==> src/rtl/mbfp_pkg.sv <==
// constants, register map and state type for the bridge fault-protection block
// assumes a single 250 MHz core clock; comparator flags arrive already analog-filtered
// Behaviour
// - battery undervoltage held 10.0 us turns both bridge pairs to high impedance
// - logic keeps running through battery undervoltage unless power-on reset strikes
// - overtemperature signal freezes while battery undervoltage is present
// - logic-supply undervoltage held 2.5 ms turns both bridge pairs off
// - logic-supply undervoltage sets a sticky flag readable by software
// - logic supply below reset level for 13.0 us resets all block logic except the input synchronisers, enable edge registers and apb handshake
// - overtemperature turns both pairs off and drives fault indicator low
// - overtemperature clearing resumes drive and releases the fault indicator
// - overtemperature is treated as absent during initial diagnosis
// - direct pulse-width inputs are ignored while overtemperature is active
// - confirmed overcurrent turns every driver off and drives fault indicator low
// - config bit 11 per channel selects latch-off (0) or automatic recovery (1)
// - half-bridge mode ignores recovery and latches only the faulty output off
// - first of four detectors per channel wins; others ignored until cancelled
// - overcurrent confirmed only after comparator held for the blanking time: 0.5 us, or 1 us if long
// - automatic recovery retries drive every 300 ms until the controller steps in
// - a retry without overcurrent returns both pairs to normal drive
// - enable fall or low-enable rise clears the off state and restarts
// - long overcurrent blanking when selected overrides the short blanking time
// - overcurrent detection held undetected during initial or restarted diagnosis
// - in latch mode enable rise or low-enable fall releases the fault indicator
package mbfp_pkg;
  localparam int unsigned CLK_MHZ        = 250;
  localparam int unsigned BAT_UV_NS      = 10000;
  localparam int unsigned VCC_UV_US      = 2500;
  localparam int unsigned POR_NS         = 13000;
  localparam int unsigned BLANK_OC_NS    = 1000;
  localparam int unsigned BLANK_SHORT_NS = 500;
  localparam int unsigned RETRY_MS       = 300;
  localparam int unsigned BAT_UV_CYC     = (BAT_UV_NS * CLK_MHZ + 999) / 1000;
  localparam int unsigned VCC_UV_CYC_DEF = VCC_UV_US * CLK_MHZ;
  localparam int unsigned POR_CYC        = (POR_NS * CLK_MHZ + 999) / 1000;
  localparam int unsigned BLANK_OC_CYC   = (BLANK_OC_NS * CLK_MHZ + 999) / 1000;
  localparam int unsigned BLANK_SHORT_CYC = (BLANK_SHORT_NS * CLK_MHZ + 999) / 1000;
  localparam int unsigned RETRY_CYC_DEF  = RETRY_MS * CLK_MHZ * 1000;
  // register byte offsets
  localparam logic [7:0] ADDR_CFG_A = 8'h00;
  localparam logic [7:0] ADDR_CFG_B = 8'h04;
  localparam logic [7:0] ADDR_FLAGS = 8'h08;
  localparam logic [7:0] ADDR_STATE = 8'h0c;
  localparam int unsigned CFG_AUTO_BIT  = 11;
  localparam int unsigned CFG_BLANK_BIT = 12;
  localparam logic [31:0] CFG_RESET     = 32'h0000_0000;
  localparam logic [31:0] CFG_MASK      = 32'h0000_1800;
  localparam int unsigned FLAG_VCCUV_BIT = 0;
  localparam int unsigned FLAG_OC_LSB    = 8;
  localparam int unsigned SYNC_W         = 21;
  // synchroniser reset value: every pin at its idle level, low enables high
  localparam logic [SYNC_W-1:0] SYNC_IDLE = 21'h00_0060;
  typedef enum logic [1:0] {
    MBFP_OC_RUN   = 2'b00,
    MBFP_OC_WAIT  = 2'b01,
    MBFP_OC_LATCH = 2'b11
  } mbfp_oc_state_t;
endpackage

==> src/rtl/mbfp_top.sv <==
// bridge fault-protection logic with APB register access
// assumes comparator and pin inputs are asynchronous; initDiag comes from core-clock logic

// level filter: hit rises after lvl holds for limit cycles, drops when lvl drops
module mbfp_filter (
  // clock and reset
  input  wire logic        clk_sys,
  input  wire logic        rst_n,
  // condition
  input  wire logic        clr,
  input  wire logic        lvl,
  input  wire logic [31:0] limit,
  // result
  output logic             hit
);
  logic [31:0] cnt_r;
  logic        hit_r;

  always_ff @(posedge clk_sys or negedge rst_n) begin
    if (!rst_n) begin
      cnt_r <= '0;
      hit_r <= 1'b0;
    end else if (clr || !lvl) begin
      cnt_r <= '0;
      hit_r <= 1'b0;
    end else if (cnt_r >= limit - 32'h1) begin
      hit_r <= 1'b1;
    end else begin
      cnt_r <= cnt_r + 32'h1;
    end
  end

  assign hit = hit_r;
endmodule // mbfp_filter

module mbfp_top import mbfp_pkg::*; #(
  parameter int unsigned VCC_UV_CYC = VCC_UV_CYC_DEF,
  parameter int unsigned RETRY_CYC  = RETRY_CYC_DEF
) (
  // clock and reset
  input  wire logic        clk_sys,
  input  wire logic        rst_n,
  // apb slave
  input  wire logic [7:0]  paddr,
  input  wire logic        psel,
  input  wire logic        penable,
  input  wire logic        pwrite,
  input  wire logic [31:0] pwdata,
  output logic [31:0]      prdata,
  output logic             pready,
  output logic             pslverr,
  // comparator flags
  input  wire logic        batUvCmp,
  input  wire logic        vccUvCmp,
  input  wire logic        porCmp,
  input  wire logic        otCmp,
  input  wire logic [7:0]  ocCmp,
  // controller pins
  input  wire logic [1:0]  driveEnable,
  input  wire logic [1:0]  driveEnableLow_n,
  input  wire logic [3:0]  pwmIn,
  input  wire logic        halfBridgeMode,
  input  wire logic        initDiag,
  // bridge and diagnostic outputs
  output logic [3:0]       outDrive,
  output logic [3:0]       pwmOut,
  output logic [1:0]       faultIndicator_n,
  output logic             logicReset
);
  logic [SYNC_W-1:0] syncMeta_r;
  logic [SYNC_W-1:0] syncOut_r;
  logic              batUvS;
  logic              vccUvS;
  logic              porS;
  logic              otS;
  logic [7:0]        ocS;
  logic [1:0]        enS;
  logic [1:0]        enbS;
  logic [3:0]        pwmS;
  logic              halfS;
  logic              batUvHit;
  logic              vccUvHit;
  logic              porHit;
  logic              otActive_r;
  logic [1:0]        enPrev_r;
  logic [1:0]        enbPrev_r;
  logic [1:0]        restart;
  logic [1:0]        diagClr;
  logic [1:0]        enActive;
  logic [7:0]        ocLvl;
  logic [7:0]        ocHit;
  logic [7:0]        ocSet;
  logic [3:0]        ocStateAll;
  logic [3:0]        halfOff;
  logic [1:0]        diagOc;
  logic [1:0]        fullOff;
  logic [1:0]        retryHit;
  logic [31:0]       cfg_r [2];
  logic [31:0]       flags_r;
  logic [31:0]       flags_nxt;
  logic [31:0]       readMux;
  logic              addrOk;
  logic              apbDo;
  logic              wrFlags;
  logic [31:0]       prdata_r;
  logic              pready_r;
  logic              pslverr_r;
  logic [3:0]        outDrive_r;
  logic [3:0]        pwmOut_r;
  logic [1:0]        fault_r;
  logic              porOut_r;

  // two-stage synchroniser for every comparator and controller pin input except initDiag
  always_ff @(posedge clk_sys or negedge rst_n) begin
    if (!rst_n) begin
      syncMeta_r <= SYNC_IDLE;
      syncOut_r  <= SYNC_IDLE;
    end else begin
      syncMeta_r <= {batUvCmp, vccUvCmp, porCmp, otCmp, ocCmp, driveEnable,
                     driveEnableLow_n, pwmIn, halfBridgeMode};
      syncOut_r  <= syncMeta_r;
    end
  end

  assign {batUvS, vccUvS, porS, otS, ocS, enS, enbS, pwmS, halfS} = syncOut_r;

  mbfp_filter uPor (
    .clk_sys (clk_sys),
    .rst_n   (rst_n),
    .clr     (1'b0),
    .lvl     (porS),
    .limit   (POR_CYC),
    .hit     (porHit)
  );

  mbfp_filter uBatUv (
    .clk_sys (clk_sys),
    .rst_n   (rst_n),
    .clr     (porHit),
    .lvl     (batUvS),
    .limit   (BAT_UV_CYC),
    .hit     (batUvHit)
  );

  mbfp_filter uVccUv (
    .clk_sys (clk_sys),
    .rst_n   (rst_n),
    .clr     (porHit),
    .lvl     (vccUvS),
    .limit   (VCC_UV_CYC),
    .hit     (vccUvHit)
  );

  // overtemperature is frozen during battery undervoltage, masked in diagnosis
  always_ff @(posedge clk_sys or negedge rst_n) begin
    if (!rst_n) begin
      otActive_r <= 1'b0;
    end else if (porHit) begin
      otActive_r <= 1'b0;
    end else if (initDiag) begin
      otActive_r <= 1'b0;
    end else if (!batUvHit) begin
      otActive_r <= otS;
    end
  end

  // enable pin edges
  always_ff @(posedge clk_sys or negedge rst_n) begin
    if (!rst_n) begin
      enPrev_r  <= '0;
      enbPrev_r <= '1;
    end else begin
      enPrev_r  <= enS;
      enbPrev_r <= enbS;
    end
  end

  assign restart  = (enPrev_r & ~enS) | (~enbPrev_r & enbS);
  assign diagClr  = (~enPrev_r & enS) | (enbPrev_r & ~enbS);
  assign enActive = enS & ~enbS;
  assign ocLvl    = initDiag ? '0 : ocS;

  genvar ch;
  generate
    for (ch = 0; ch < 2; ch++) begin : gChan
      mbfp_oc_state_t state_r;
      logic [3:0]     hits;
      logic [3:0]     first;
      logic [1:0]     half_r;
      logic           fault_indicator_n_r;
      logic           autoMode;
      logic [31:0]    blankLim;

      assign hits     = ocHit[ch*4 +: 4];
      assign first    = hits & (~hits + 4'h1);
      assign autoMode = cfg_r[ch][CFG_AUTO_BIT] && !halfS;
      assign blankLim = cfg_r[ch][CFG_BLANK_BIT] ? BLANK_OC_CYC : BLANK_SHORT_CYC;

      for (genvar d = 0; d < 4; d++) begin : gDet
        mbfp_filter uOc (
          .clk_sys (clk_sys),
          .rst_n   (rst_n),
          .clr     (porHit),
          .lvl     (ocLvl[ch*4+d]),
          .limit   (blankLim),
          .hit     (ocHit[ch*4+d])
        );
      end

      mbfp_filter uRetry (
        .clk_sys (clk_sys),
        .rst_n   (rst_n),
        .clr     (porHit || restart[ch]),
        .lvl     (state_r == MBFP_OC_WAIT && enActive[ch]),
        .limit   (RETRY_CYC),
        .hit     (retryHit[ch])
      );

      always_ff @(posedge clk_sys or negedge rst_n) begin
        if (!rst_n) begin
          state_r <= MBFP_OC_RUN;
        end else if (porHit || restart[ch]) begin
          state_r <= MBFP_OC_RUN;
        end else begin
          case (state_r)
            MBFP_OC_RUN: begin
              if (|hits) begin
                state_r <= autoMode ? MBFP_OC_WAIT : MBFP_OC_LATCH;
              end
            end
            MBFP_OC_WAIT: begin
              if (retryHit[ch]) begin
                state_r <= MBFP_OC_RUN;
              end
            end
            MBFP_OC_LATCH: begin
              state_r <= MBFP_OC_LATCH;
            end
            default: begin
              state_r <= MBFP_OC_RUN;
            end
          endcase
        end
      end

      // half-bridge mode: only the output whose detector fired stays off
      always_ff @(posedge clk_sys or negedge rst_n) begin
        if (!rst_n) begin
          half_r <= '0;
        end else if (porHit || restart[ch]) begin
          half_r <= '0;
        end else if (state_r == MBFP_OC_RUN && halfS) begin
          half_r <= half_r | {|first[3:2], |first[1:0]};
        end
      end

      always_ff @(posedge clk_sys or negedge rst_n) begin
        if (!rst_n) begin
          fault_indicator_n_r <= 1'b0;
        end else if (porHit) begin
          fault_indicator_n_r <= 1'b0;
        end else if (state_r == MBFP_OC_RUN && |hits) begin
          fault_indicator_n_r <= 1'b1;
        end else if (restart[ch] || diagClr[ch]) begin
          fault_indicator_n_r <= 1'b0;
        end
      end

      assign ocSet[ch*4 +: 4]      = (state_r == MBFP_OC_RUN) ? first : 4'h0;
      assign ocStateAll[ch*2 +: 2] = state_r;
      assign halfOff[ch*2 +: 2]    = half_r;
      assign diagOc[ch]            = fault_indicator_n_r;
      assign fullOff[ch]           = (state_r != MBFP_OC_RUN) && !halfS;
    end
  endgenerate

  // apb slave: one wait state, answer on the second access cycle
  assign apbDo   = psel && penable && pready_r;
  assign addrOk  = (paddr == ADDR_CFG_A) || (paddr == ADDR_CFG_B) ||
                   (paddr == ADDR_FLAGS) || (paddr == ADDR_STATE);
  assign wrFlags = apbDo && pwrite && (paddr == ADDR_FLAGS);

  always_comb begin
    case (paddr)
      ADDR_CFG_A: readMux = cfg_r[0];
      ADDR_CFG_B: readMux = cfg_r[1];
      ADDR_FLAGS: readMux = flags_r;
      ADDR_STATE: readMux = {19'h0, halfOff, ocStateAll, diagOc, otActive_r,
                             vccUvHit, batUvHit};
      default:    readMux = 32'h0;
    endcase
  end

  always_ff @(posedge clk_sys or negedge rst_n) begin
    if (!rst_n) begin
      pready_r  <= 1'b0;
      pslverr_r <= 1'b0;
      prdata_r  <= '0;
    end else begin
      pready_r  <= psel && penable && !pready_r;
      pslverr_r <= psel && penable && !pready_r && !addrOk;
      prdata_r  <= (psel && penable && !pready_r && !pwrite) ? readMux : 32'h0;
    end
  end

  always_ff @(posedge clk_sys or negedge rst_n) begin
    if (!rst_n) begin
      cfg_r[0] <= CFG_RESET;
      cfg_r[1] <= CFG_RESET;
    end else if (porHit) begin
      cfg_r[0] <= CFG_RESET;
      cfg_r[1] <= CFG_RESET;
    end else if (apbDo && pwrite) begin
      if (paddr == ADDR_CFG_A) cfg_r[0] <= pwdata & CFG_MASK;
      if (paddr == ADDR_CFG_B) cfg_r[1] <= pwdata & CFG_MASK;
    end
  end

  // sticky flags, write one to clear; a new event beats the clear
  always_comb begin
    flags_nxt = wrFlags ? (flags_r & ~pwdata) : flags_r;
    flags_nxt[FLAG_VCCUV_BIT] = flags_nxt[FLAG_VCCUV_BIT] | vccUvHit;
    flags_nxt[FLAG_OC_LSB +: 8] = flags_nxt[FLAG_OC_LSB +: 8] | ocSet;
  end

  always_ff @(posedge clk_sys or negedge rst_n) begin
    if (!rst_n) begin
      flags_r <= '0;
    end else if (porHit) begin
      flags_r <= '0;
    end else begin
      flags_r <= flags_nxt;
    end
  end

  // bridge outputs; battery undervoltage gates drive only, logic keeps running
  always_ff @(posedge clk_sys or negedge rst_n) begin
    if (!rst_n) begin
      outDrive_r <= '0;
      pwmOut_r   <= '0;
      fault_r    <= '1;
      porOut_r   <= 1'b0;
    end else if (porHit) begin
      outDrive_r <= '0;
      pwmOut_r   <= '0;
      fault_r    <= '1;
      porOut_r   <= 1'b1;
    end else begin
      for (int i = 0; i < 4; i++) begin
        outDrive_r[i] <= enActive[i/2] && !batUvHit && !vccUvHit && !otActive_r &&
                         !(|fullOff) && !halfOff[i];
      end
      pwmOut_r <= otActive_r ? 4'h0 : pwmS;
      fault_r  <= ~({2{otActive_r}} | diagOc);
      porOut_r <= 1'b0;
    end
  end

  assign prdata           = prdata_r;
  assign pready           = pready_r;
  assign pslverr          = pslverr_r;
  assign outDrive         = outDrive_r;
  assign pwmOut           = pwmOut_r;
  assign faultIndicator_n = fault_r;
  assign logicReset       = porOut_r;
endmodule // mbfp_top

==> config.mk <==
export PLATFORM = sky130hd
export DESIGN_NAME = mbfp_top
export DESIGN_NICKNAME = d
export VERILOG_FILES = /design/src/rtl/mbfp_pkg.sv /design/src/rtl/mbfp_top.sv
export SDC_FILE = /design/constraint.sdc
export NUM_CORES = 1
export LEC_CHECK = 0
export BUFFER_PORTS_ARGS = -buffer_cell sky130_fd_sc_hd__buf_2
export CELL_PAD_IN_SITES_DETAIL_PLACEMENT = 0
export CELL_PAD_IN_SITES_GLOBAL_PLACEMENT = 1
export CORE_AREA = 2 2 248 250
export CTS_CLUSTER_SIZE = 30
export DETAILED_ROUTE_END_ITERATION = 16
export DIE_AREA = 0 0 250 252
export PLACE_DENSITY = 0.71
export SLEW_MARGIN = 30
export SYNTH_ARGS = -nofsm -noshare
export SYNTH_HDL_FRONTEND = slang
export SYNTH_SLANG_ARGS = --single-unit
export TNS_END_PERCENT = 100
==> constraint.sdc <==
create_clock -name clk_sys -period 3.3 [get_ports clk_sys]
set_clock_uncertainty 0.05 [all_clocks]
set_input_delay 0.66 -clock clk_sys [delete_from_list [all_inputs] [get_ports clk_sys]]
set_output_delay 0.66 -clock clk_sys [all_outputs]
set_load 0.01 [all_outputs]
**Word level (Yosys, flattened, before mapping)**

Index checks and enable logic that the tools add are counted.

- Bits in registers: 627
- Bits of input ports: 67
- Output and inout port bits: 45
- Word-level logic and storage cells: 328

- Add/subtract/negate cells: 17
- Magnitude comparators: 13
- Equality and inequality tests: 26
- Muxes and demuxes: 93
- Bitwise logic cells: 23
- Reduce and logical (&&, ||, !) cells: 108

Operators with widths:

| cell | number |
|---|---|
| 32-bit 2-to-1 mux | 31 |
| 32-bit by 1-bit adder with 32-bit output (second input constant) | 13 |
| 32-bit >= comparator | 8 |
| 64-bit 2-to-1 mux | 2 |
| 32-bit case mux with 4 select lines | 1 |
| 32-bit by 12-bit >= comparator with 1-bit output (second input constant) | 2 |
| 32-bit by 27-bit >= comparator with 1-bit output (second input constant) | 2 |
| 2-bit nonzero test | 20 |
| 1-bit 2-to-1 mux | 36 |
| 32-bit AND | 1 |
| 32-bit by 20-bit >= comparator with 1-bit output (second input constant) | 1 |
| 32-bit inverter | 1 |
| 1-bit logical AND | 29 |
| 2-bit 2-to-1 mux | 13 |
| 2-bit by 1-bit inequality test with 1-bit output (second input constant) | 13 |
| 1-bit zero test | 24 |
| 8-bit 2-to-1 mux | 3 |
| 4-bit 2-to-1 mux | 5 |
| 1-bit logical OR | 19 |
| 8-bit by 1-bit subtractor with 9-bit output (second input constant) | 2 |
| 8-bit by 4-bit == test with 1-bit output (second input constant) | 2 |
| 2-bit case mux with 3 select lines | 2 |
| 2-bit AND | 5 |
| 2-bit inverter | 5 |
| other kinds (19) | 40 |

**Longest topological paths before layout**

Gate-level depths: netlist (run 1).

- Word-level depth: 8
- Mapped depth: 9
- Gate-level depth less buffers: 7

**Hierarchy**

A second synthesis (run 1) with hierarchy kept.

- Cells, all modules: 5,259
- Area total of the unflattened synthesis: 46,402.0 um2

By module, submodules not included:

| module | instances | cells each | area each (um2) | seq. area each (um2) |
|---|---|---|---|---|
| mbfp_filter at gChan[0].gDet[1].uOc ... | 11 | 377 | 3,190.6 | 825.8 |
| mbfp_filter at gChan[0].gDet[0].uOc ... | 2 | 360 | 3,027.9 | 825.8 |
| mbfp_top | 1 | 392 | 5,250.0 | 3,463.3 |

**Worst setup path before layout (run 1)**

OpenSTA, ideal clock, no wires.

- Path kind: register to register
- From: reg cfg_r[44] in the netlist's numbering
- To: reg gChan[0].gDet[2].uOc.cnt_r[5]
- Library setup time: 120 ps
- Data arrival time: 2,244 ps
- Required time: 3,130 ps
- Slack: 886 ps
- Cell stages (with the launch flop): 7
- Buffers on the path: 0
- Clock period less this slack: 2,414 ps
- Cell sequence: dfrtp_1 -> ha_1 -> or3b_2 -> a21o_1 -> a2111oi_2 -> a31oi_1 -> a41o_1

- Cells in the longest elaborated chain, start to end: 4

RTL lines:

| element | line | RTL |
|---|---|---|
| start, declared | mbfp_top.sv:98 | `logic [31:0] cfg_r [2];` |
| 8-bit 2-to-1 mux | mbfp_top.sv:197 | `assign blankLim = cfg_r[ch][CFG_BLANK_BIT] ? BLANK_OC_CYC : BLANK_SHORT_CYC;` |
| 8-bit by 1-bit subtractor with 9-bit output | mbfp_top.sv:26 | `end else if (cnt_r >= limit - 32'h1) begin` |
| 32-bit >= comparator | mbfp_top.sv:26 |  |
| 2-bit by 1-bit inequality test with 1-bit output (no line) | -- |  |
| end signal, assigned | mbfp_top.sv:29 | `cnt_r <= cnt_r + 32'h1;` |
| end, declared | mbfp_top.sv:16 | `logic [31:0] cnt_r;` |

Every way passes these cells.
A chain may end at the register's enable or synchronous reset.

**Final worst setup path (run 1)**

- From: reg cfg_r[12] in the netlist's numbering
- To: reg gChan[1].gDet[0].uOc.cnt_r[5]

- Cells in the longest elaborated chain, start to end: 4

RTL lines:

| element | line |
|---|---|
| 8-bit 2-to-1 mux | mbfp_top.sv:197 |
| 8-bit by 1-bit subtractor with 9-bit output | mbfp_top.sv:26 |
| 32-bit >= comparator | mbfp_top.sv:26 |
| 2-bit by 1-bit inequality test with 1-bit output (no line) | -- |
| end signal, assigned | mbfp_top.sv:29 |
| end, declared | mbfp_top.sv:16 |

Every way passes these cells.

==> summary.txt, run 1 <==
Timing
  – Relative slew slack: 44.2%
  – Crit share post-route: 85.6%
  – Measured slew at the worst slew-check pin: 836 ps
  – RSZ-0062 raised after global routing: no
  – WHS: 90.2 ps
  – Fin worst setup slack: 476 ps
  – Final hold vios: 0
  – Fin crit period: 2820 ps
  – Final setup fails: 0
  – Highest clock rate: 354 MHz
  – Setup_tns: 0 ps
  – Final Max Tran Viols: 0

Placed design
  – Routability Congestion: just under 0.8
  – Final HPWL DP: 33400 um
  – Post-DP Area: 25500 um^2
  – Port bufs: 111
  – Place WS: 479 ps
  – Placed insts: 2980

Critical path
  – CP Launch Type: flop
  – CP Cell Sequence: ha_1 -> or3b_2 -> a21oi_1 -> o211ai_1 -> or4_1 -> a21oi_1
  – Worst stage delay on the critical path: 670 ps
  – Worst Path Required: 3780 ps
  – CP delay by family, top: simple AND/OR/NAND/NOR gates
  – Critical path buffers and inverters: 0
  – Worst path arrival time: 3300 ps
  – Slowest-stage cell, CP: dfrtp_1
  – Crit-path max FO: 11
  – CP most frequent cell: a21oi_1
  – Crit path capture type: flop
  – Crit path kind: flop to flop

Synth
  – Post-synth cell types: 79
  – Cells after Synth: around 2200
  – Synthesized flop and latch total: about 570
  – Post-synth design cell area: 24000 um^2
  – Cell taking the most area after synthesis: dfrtp_1
  – Post-synth top flop: dfrtp_1
  – Share of the synthesized area in the top cell type: 58.4%
  – Syn_nets: around 2300
  – Syn Area/Cell: 11.1 um^2
  – Synth area leaders: dfrtp_1 58%, and3_1 6.9%, ha_1 2.4%, mux2i_1 2.3%, nand3_1 2.1%
  – Ys Warns: 0
  – Post-synth EDFFs: 0
  – Asr flop ratio synth: 100%
  – Register area share after synthesis: 59.3%

CTS
  – Total CTS buffers: 60
  – CTS Root Cell: clkbuf_16
  – Post_cts resized: 0
  – Clock buffer depth: 3
  – Htree depth: 2
  – CTS Sinks: 567
  – Clock transition at the registers of the reported paths: 60 ps
  – CTS Hold Buffers Added: 1
  – Post CTS Setup Buffer Count: 0
  – Latest clock arrival within the worst-skew pair: between 600 and 700 ps
  – CTS tree: done

Floorplan
  – Die span in x: 250 um
  – Die Span Y: 252 um
  – Row cnt: 90
  – Core box area: 60100 um^2
  – IO Count: 112
  – Die Area: roughly 63000 um^2
  – Starting Density: 39.8%

Routing
  – Initial detailed-routing violation count: 1027
  – WL final: 50600 um
  – Post-DR vias/cell: 5.40
  – Vias: 16687
  – Routed WL per cell: roughly 16 um
  – ANT nets after route: 0
  – DR pass1 iterations: 5
  – DRC errors left: 0

Global routing
  – Initial antenna violation count: 0
  – Vias in the first global route: 16616
  – Total global routing overflow: 0
  – GRT Total Usage: 16.3%
  – First-pass GRT wire length: 86100 um
  – Largest net degree at the start of global routing: 74

Power
  – Comb pwr share: under 10%
  – Pwr Density: 519 nW/um^2
  – Pint: 11.2 mW
  – Sequential group share of total power: 49.6%
  – NetSw: 3.09 mW
  – PnR Total Power: 14.3 mW
  – Clock Power Share: between 40% and 50%
  – Sw frac: 21.6%
  – Peak supply drop: about 0.0004 V
  – Static Leakage: 13.3 nW

Min path
  – HP Class: primary input to flop

Flow run
  – Maxcap violations: 0

Layout
  – Finished Core Util: around 46%
  – Layout cells sized above 1: 13.5%
  – Commonest non-fill, non-tap cell in the layout: dfrtp_1
  – Most frequent cells in the layout: 559 x dfrtp_1, 264 x and3_1, 134 x nand2_1
  – Design area: 27500 um^2
  – # nets final: roughly 2400
  – Layout overhead on the synthesized area: 14.8%
  – Post-route non-filler standard cell count: 3091

Outcome
  – Status: complete, no violations
## path summary, 6_finish.rpt
kind                                                from                                         to  slack [ps]  cells past startpoint
max in group asynchronous                          rst_n                     enbPrev_r[0]$_DFF_PN1_        1690                      3
min in group asynchronous                          rst_n      gChan[1].uRetry.cnt_r[16]$_DFFE_PN0P_         590                      2
worst max register to register     cfg_r[12]$_DFFE_PN0P_  gChan[1].gDet[0].uOc.cnt_r[5]$_DFFE_PN0P_         480                      6
worst max-delay path               cfg_r[12]$_DFFE_PN0P_  gChan[1].gDet[0].uOc.cnt_r[5]$_DFFE_PN0P_         480                      6
worst min register to register  syncMeta_r[16]$_DFF_PN0_                    syncOut_r[16]$_DFF_PN0_         300                      0
worst min-delay path                 driveEnableLow_n[0]                    syncMeta_r[5]$_DFF_PN1_          90                      1
## synthesized netlist by cell type (4+ instances only)
library cell and n:
dfrtp_1 559, and3_1 264, nand2_1 134, nor2_1 121, nand3_1 101, a21oi_1 96
clkbuf_1 88, nor4_1 70, and2_1 66, mux2i_1 56, inv_1 48, or4_1 48
ha_1 45, o21ai_0 38, o31ai_1 38, nand4_1 37, or3_1 33, nand2b_1 25
nor3_1 22, or2_2 20, xnor2_1 19, and4_1 18, a22oi_1 16, a31oi_1 14
a211oi_1 13, o211ai_1 12, buf_2 8, dfstp_2 8, or3b_2 8, a211o_1 7
nor3b_1 7, o2111ai_1 7, o21a_1 7, a41o_1 6, nand3b_1 6, nor4b_1 6
buf_1 5, nor2b_1 5, a21bo_2 4, a21o_1 4, a32oi_1 4, o311ai_0 4
## kinds of logic (layout without fill, tap and decap cells)
group	after synthesis	count (layout)	synth area share [%]
multiplexers	58	58	2.53
AND/OR/NAND/NOR	1004	1004	23.7
XOR/XNOR	21	21	0.768
adder cells (fa/ha/maj)	45	45	2.35
buffers and inverters	155	310	2.63
other	0	2	0
AO/OA/AOI/OAI	302	302	8.72
flip-flops	567	567	59.3
## area by class of cell
cell class / instances / area, um^2
diodes: 2 / 5.00
clock buffers: 84 / 1710
clock inverters: 24 / 284
fillers: 5508 / 32600
inverters: 49 / 184
multi-input cells: 1430 / 9150
flip-flops and latches: 567 / 14200
well taps: 782 / 978
repair buffers: 153 / 983
## routing by layer
layer / vias to the layer above / part of all wire (%) / GRT usage [%]
li1: 8075 / - / -
met1: 8255 / 50 / 23.6
met2: 283 / 44 / 25.3
met3: 74 / 4.0 / 2.88
met4: 0 / 2.1 / 4.38
met5: - / 0 / 0
## power by group through the flow
| stage | Combinational, mW | Clock (mW) | Sequential (mW) |
|---|---|---|---|
| after CTS | 0.411 | 7.03 | 7.08 |
| after detailed placement | 0.409 | 0 | 7.20 |
| final | 0.394 | 6.81 | 7.08 |
| after global routing | 0.458 | 7.33 | 7.08 |
| after floorplan | 0.148 | 0 | 7.18 |
| after global placement | 0.397 | 0 | 7.20 |
## flip-flops by register name, summed over array words and instances (netlist names), 2 cells and up
name,count
gChan.gDet.uOc.cnt_r,256
gChan.uRetry.cnt_r,64
flags_r,32
prdata,32
uBatUv.cnt_r,32
uPor.cnt_r,32
uVccUv.cnt_r,32
syncMeta_r,21
syncOut_r,21
gChan.gDet.uOc.hit,8
cfg_r,4
gChan.half_r,4
gChan.state_r,4
outDrive,4
pwmOut,4
enPrev_r,2
enbPrev_r,2
faultIndicator_n,2
gChan.fault_indicator_n_r,2
gChan.uRetry.hit,2
Power figures use the tool's default switching activity.
==> inputs of run 2 (changes only) <==
--- a/config.mk
+++ b/config.mk
@@ -5,14 +5,15 @@
 export SDC_FILE = /design/constraint.sdc
 export NUM_CORES = 1
 export LEC_CHECK = 0
+export ABC_AREA = 1
 export BUFFER_PORTS_ARGS = -buffer_cell sky130_fd_sc_hd__buf_2
 export CELL_PAD_IN_SITES_DETAIL_PLACEMENT = 0
 export CELL_PAD_IN_SITES_GLOBAL_PLACEMENT = 1
-export CORE_AREA = 2 2 248 250
+export CORE_AREA = 2 2 258 260
 export CTS_CLUSTER_SIZE = 30
 export DETAILED_ROUTE_END_ITERATION = 16
-export DIE_AREA = 0 0 250 252
-export PLACE_DENSITY = 0.71
+export DIE_AREA = 0 0 260 262
+export PLACE_DENSITY = 0.74
 export SLEW_MARGIN = 30
 export SYNTH_ARGS = -nofsm -noshare
 export SYNTH_HDL_FRONTEND = slang
==> run 2 against run 1 <==
  * The run now ends with hold timing left
  * Clock power is 6.3% higher
  * Worst setup slack better by 270 ps
  * Flip-flop and latch count did not move
  * Wire length is 17% higher
  * Non-clock buffer count decreased by 2
  * Cell area is 8.2% higher
  * Final cell count is 36% higher
  * Sequential power is essentially flat
  * Highest routed layer is now met5
==> summary.txt, run 2 <==
Critical path
  – CP delay by family, top: simple AND/OR/NAND/NOR gates (unchanged)
  – FF-to-FF setup slack: 750 ps (was 480 ps)
  – Worst stage delay on the critical path: 590 ps (was 670 ps)
  – CP Launch Type: flop (unchanged)
  – Critical path buffers and inverters: 1 (was 0)
  – Worst Path Required: 3770 ps (was 3780 ps)
  – Crit-path max FO: 11 (unchanged)
  – Crit path capture type: flop (unchanged)
  – Worst path arrival time: 3020 ps (was 3300 ps)
  – Slowest-stage cell, CP: dfrtp_1 (unchanged)
  – CP Cell Sequence: inv_1 -> ha_1 -> nor2_1 -> nand3_1 -> nor2_1 -> nand2_1 -> nor2_2 -> nand2_1 -> nor2_1 -> nand2_1 -> nand2_1 (was ha_1 -> or3b_2 -> a21oi_1 -> o211ai_1 -> or4_1 -> a21oi_1)
  – Crit path kind: flop to flop (unchanged)
  – RR Endpoint: gChan[0].gDet[3].uOc.cnt_r[1]$_DFFE_PN0P_ (was gChan[1].gDet[0].uOc.cnt_r[5]$_DFFE_PN0P_)
  – R2R Path Start: cfg_r[44]$_DFFE_PN0P_ (was cfg_r[12]$_DFFE_PN0P_)
  – Reg2reg path depth: 11 (was 6)
  – CP most frequent cell: nand2_1 (was a21oi_1)

Timing
  – Measured slew at the worst slew-check pin: 673 ps (was 836 ps)
  – Fin crit period: 2550 ps (was 2820 ps)
  – Relative slew slack: 55.1% (was 44.2%)
  – RSZ-0062 raised after global routing: no (unchanged)
  – Final hold vios: 1 (was 0)
  – Final Max Tran Viols: 0 (unchanged)
  – Setup_tns: 0 ps (unchanged)
  – WHS: -1.02 ps (was 90.2 ps)
  – Final setup fails: 0 (unchanged)
  – Crit share post-route: 77.3% (was 85.6%)
  – Highest clock rate: 392 MHz (was 354 MHz)

Synth
  – Top cells by count, synth: 726 x nand2_1, 559 x dfrtp_1, 546 x nor2_1 (was 559 x dfrtp_1, 264 x and3_1, 134 x nand2_1)
  – Post-synth EDFFs: 0 (unchanged)
  – Post-Synth XOR/XNOR Area: 3.08% (was 0.768%)
  – Share of the synthesized area in the top cell type: 54.0% (was 58.4%)
  – Syn Area/Cell: 8.23 um^2 (was 11.1 um^2)
  – Cell taking the most area after synthesis: dfrtp_1 (unchanged)
  – Post-synth cell types: 40 (was 79)
  – Post-synth top flop: dfrtp_1 (unchanged)
  – Post-Synth Adder-Cell Area: 2.17% (was 2.35%)
  – Cells after Synth: 3148 (was 2152)
  – Register area share after synthesis: 54.8% (was 59.3%)
  – Synthesized flop and latch total: 567 (unchanged)
  – Asr flop ratio synth: 100% (unchanged)
  – Synth area leaders: dfrtp_1 54%, nand2_1 11%, nor2_1 7.9%, inv_1 6.8%, nand3_1 5.4% (was dfrtp_1 58%, and3_1 6.9%, ha_1 2.4%, mux2i_1 2.3%, nand3_1 2.1%)
  – Mux cell area share after synthesis: 0% (was 2.53%)
  – Synth Area in Simple Gates: 29.3% (was 23.7%)
  – Count leader, synth: nand2_1 (was dfrtp_1)
  – Post-synth design cell area: 25900 um^2 (was 24000 um^2)
  – Syn_nets: 3260 (was 2264)
  – Largest family of logic cells by synthesized area: simple AND/OR/NAND/NOR gates (unchanged)
  – Ys Warns: 0 (unchanged)
  – Compound-cell area share of the yosys netlist: 2.26% (was 8.72%)

CTS
  – CTS Root Cell: clkbuf_16 (unchanged)
  – CTS tree: done (unchanged)
  – Post CTS Setup Buffer Count: 0 (unchanged)
  – Total CTS buffers: 66 (was 60)
  – Clock buffer depth: 3 (unchanged)
  – CTS Sinks: 567 (unchanged)
  – Htree depth: 3 (was 2)
  – Post_cts resized: 0 (unchanged)
  – CTS Hold Buffers Added: 0 (was 1)
  – Latest clock arrival within the worst-skew pair: 600 ps (was 620 ps)
  – Clock transition at the registers of the reported paths: 60 ps (about the same)

Power
  – Comb pwr share: 4.4% (was 2.8%)
  – PnR Total Power: 15.0 mW (was 14.3 mW)
  – Clock Power Share: 48.3% (was 47.7%)
  – Sequential group share of total power: 47.4% (was 49.6%)
  – NetSw: 3.44 mW (was 3.09 mW)
  – Static Leakage: 15.0 nW (was 13.3 nW)
  – Sw frac: 22.9% (was 21.6%)
  – Pint: 11.6 mW (was 11.2 mW)
  – Peak supply drop: 0.000438 V (was 0.000400 V)
  – Pwr Density: 505 nW/um^2 (was 519 nW/um^2)

Routing
  – DRC errors left: 0 (unchanged)
  – Initial detailed-routing violation count: 1356 (was 1027)
  – Routed WL per cell: 14.1 um (was 16.4 um)
  – Post-DR vias/cell: 4.79 (was 5.40)
  – Vias: 20096 (was 16687)
  – WL final: 59400 um (was 50600 um)
  – DR pass1 iterations: 5 (unchanged)
  – ANT nets after route: 0 (unchanged)

Global routing
  – Total global routing overflow: 0 (unchanged)
  – Met3 Usage GRT: 3.81% (was 2.88%)
  – Initial antenna violation count: 5 (was 0)
  – GRT Total Usage: 17.9% (was 16.3%)
  – Met2 Track Usage GR: 28.1% (was 25.3%)
  – Vias in the first global route: 19871 (was 16616)
  – Largest net degree at the start of global routing: 96 (was 74)
  – Met1 usage: 24.7% (was 23.6%)
  – GR peak layer: met2 (unchanged)
  – First-pass GRT wire length: 99200 um (was 86100 um)

Outcome
  – Status: finished with violations (was complete, no violations)
  – Failing checks: hold timing

Layout
  – Finished Core Util: 45.6% (was 45.7%)
  – Layout overhead on the synthesized area: 14.8% (about the same)
  – Layout cells sized above 1: 8.94% (was 13.5%)
  – # nets final: 3396 (was 2373)
  – Commonest non-fill, non-tap cell in the layout: nand2_1 (was dfrtp_1)
  – Regs by FF count: gChan.gDet.uOc.cnt_r: 256 flops, gChan.uRetry.cnt_r: 64 flops (unchanged)
  – Max FFs per register: 256 (unchanged)
  – Most frequent cells in the layout: 726 x nand2_1, 559 x dfrtp_1, 546 x nor2_1 (was 559 x dfrtp_1, 264 x and3_1, 134 x nand2_1)
  – Largest Register: gChan.gDet.uOc.cnt_r (unchanged)

Placed design
  – Final HPWL DP: 41500 um (was 33400 um)
  – Port bufs: 111 (unchanged)
  – Routability Congestion: 0.865 (was 0.777)

Floorplan
  – Die span in x: 260 um (was 250 um)
  – IO Count: 112 (unchanged)
  – Row cnt: 94 (was 90)
  – Core box area: 65300 um^2 (was 60100 um^2)
  – Starting Density: 39.7% (was 39.8%)
  – Die Span Y: 262 um (was 252 um)
  – Die Area: 68100 um^2 (was 63000 um^2)

Flow run
  – Maxcap violations: 0 (unchanged)

Min path
  – HP Class: primary input to asynchronous set/reset pin (was primary input to flop)
## run 2: cell types whose count changed in the layout (fill, tap and decap cells not counted), sizes merged, moves of 65 or more
cell   previous run  this run
and2             68         2
nand2           134       735
nor2            122       559
nand4            37       131
nand3           101       280
xor2              2        72
a21oi            97        32
nor4             72         5
and3            265         0
inv              50       474
## run 2: cell type report
type | count | area (um^2)
flip-flops and latches | 567 | 14200
clock inverters | 25 | 259
repair buffers | 151 | 966
well taps | 864 | 1080
multi-input cells | 2023 | 9540
fillers | 6468 | 35500
diodes | 1 | 2.50
inverters | 475 | 1780
clock buffers | 93 | 1910
## run 2: routing by layer
metal | wire length (um) | share of wire, %
met4 | 1540 | 2.6
met2 | 26500 | 45
met3 | 3360 | 5.7
met5 | 39 | 0.066
met1 | 27900 | 47
## run 2: per-stage QoR
step | setup WS (ps) | cells | cell area (um^2)
floorplan | 1350 | 3148 | 25900
global placement | 769 | 4080 | 27600
detailed placement | 727 | 4080 | 27600
CTS | 713 | 4198 | 29700
global route | 438 | 4199 | 29700
finish | 749 | 4199 | 29700
## run 2: kinds of logic after synthesis
| group | Yosys count |
|---|---|
| AO/OA/AOI/OAI | 107 |
| XOR/XNOR | 91 |
| adder cells (fa/ha/maj) | 45 |
| buffers and inverters | 558 |
| flip-flops | 567 |
| AND/OR/NAND/NOR | 1780 |
## run 2: how the worst max path moves through the flow
stage / startpoint / end / cells past startpoint
after floorplan: cfg_r[44]$_DFFE_PN0P_ / gChan[0].gDet[2].uOc.hit$_DFFE_PN0P_ / 10
after global placement: paddr[7] / flags_r[10]$_DFF_PN0_ / 12
after CTS: cfg_r[44]$_DFFE_PN0P_ / gChan[0].gDet[3].uOc.cnt_r[0]$_DFFE_PN0P_ / 11
after detailed placement: cfg_r[44]$_DFFE_PN0P_ / gChan[0].gDet[3].uOc.cnt_r[1]$_DFFE_PN0P_ / 11
final: cfg_r[44]$_DFFE_PN0P_ / gChan[0].gDet[3].uOc.cnt_r[1]$_DFFE_PN0P_ / 11
after global routing: cfg_r[44]$_DFFE_PN0P_ / gChan[0].gDet[3].uOc.hit$_DFFE_PN0P_ / 10
## run 2: power groups by stage
| stage | sequential, mW | clock (mW) | combinational [mW] |
|---|---|---|---|
| 3_5_place_dp | 7.23 | 0 | 0.668 |
| 6_report | 7.11 | 7.24 | 0.655 |
| 4_1_cts | 7.11 | 7.47 | 0.671 |
| 3_3_place_gp | 7.23 | 0 | 0.654 |
| 2_1_floorplan | 7.21 | 0 | 0.321 |
| 5_1_grt | 7.11 | 7.77 | 0.753 |
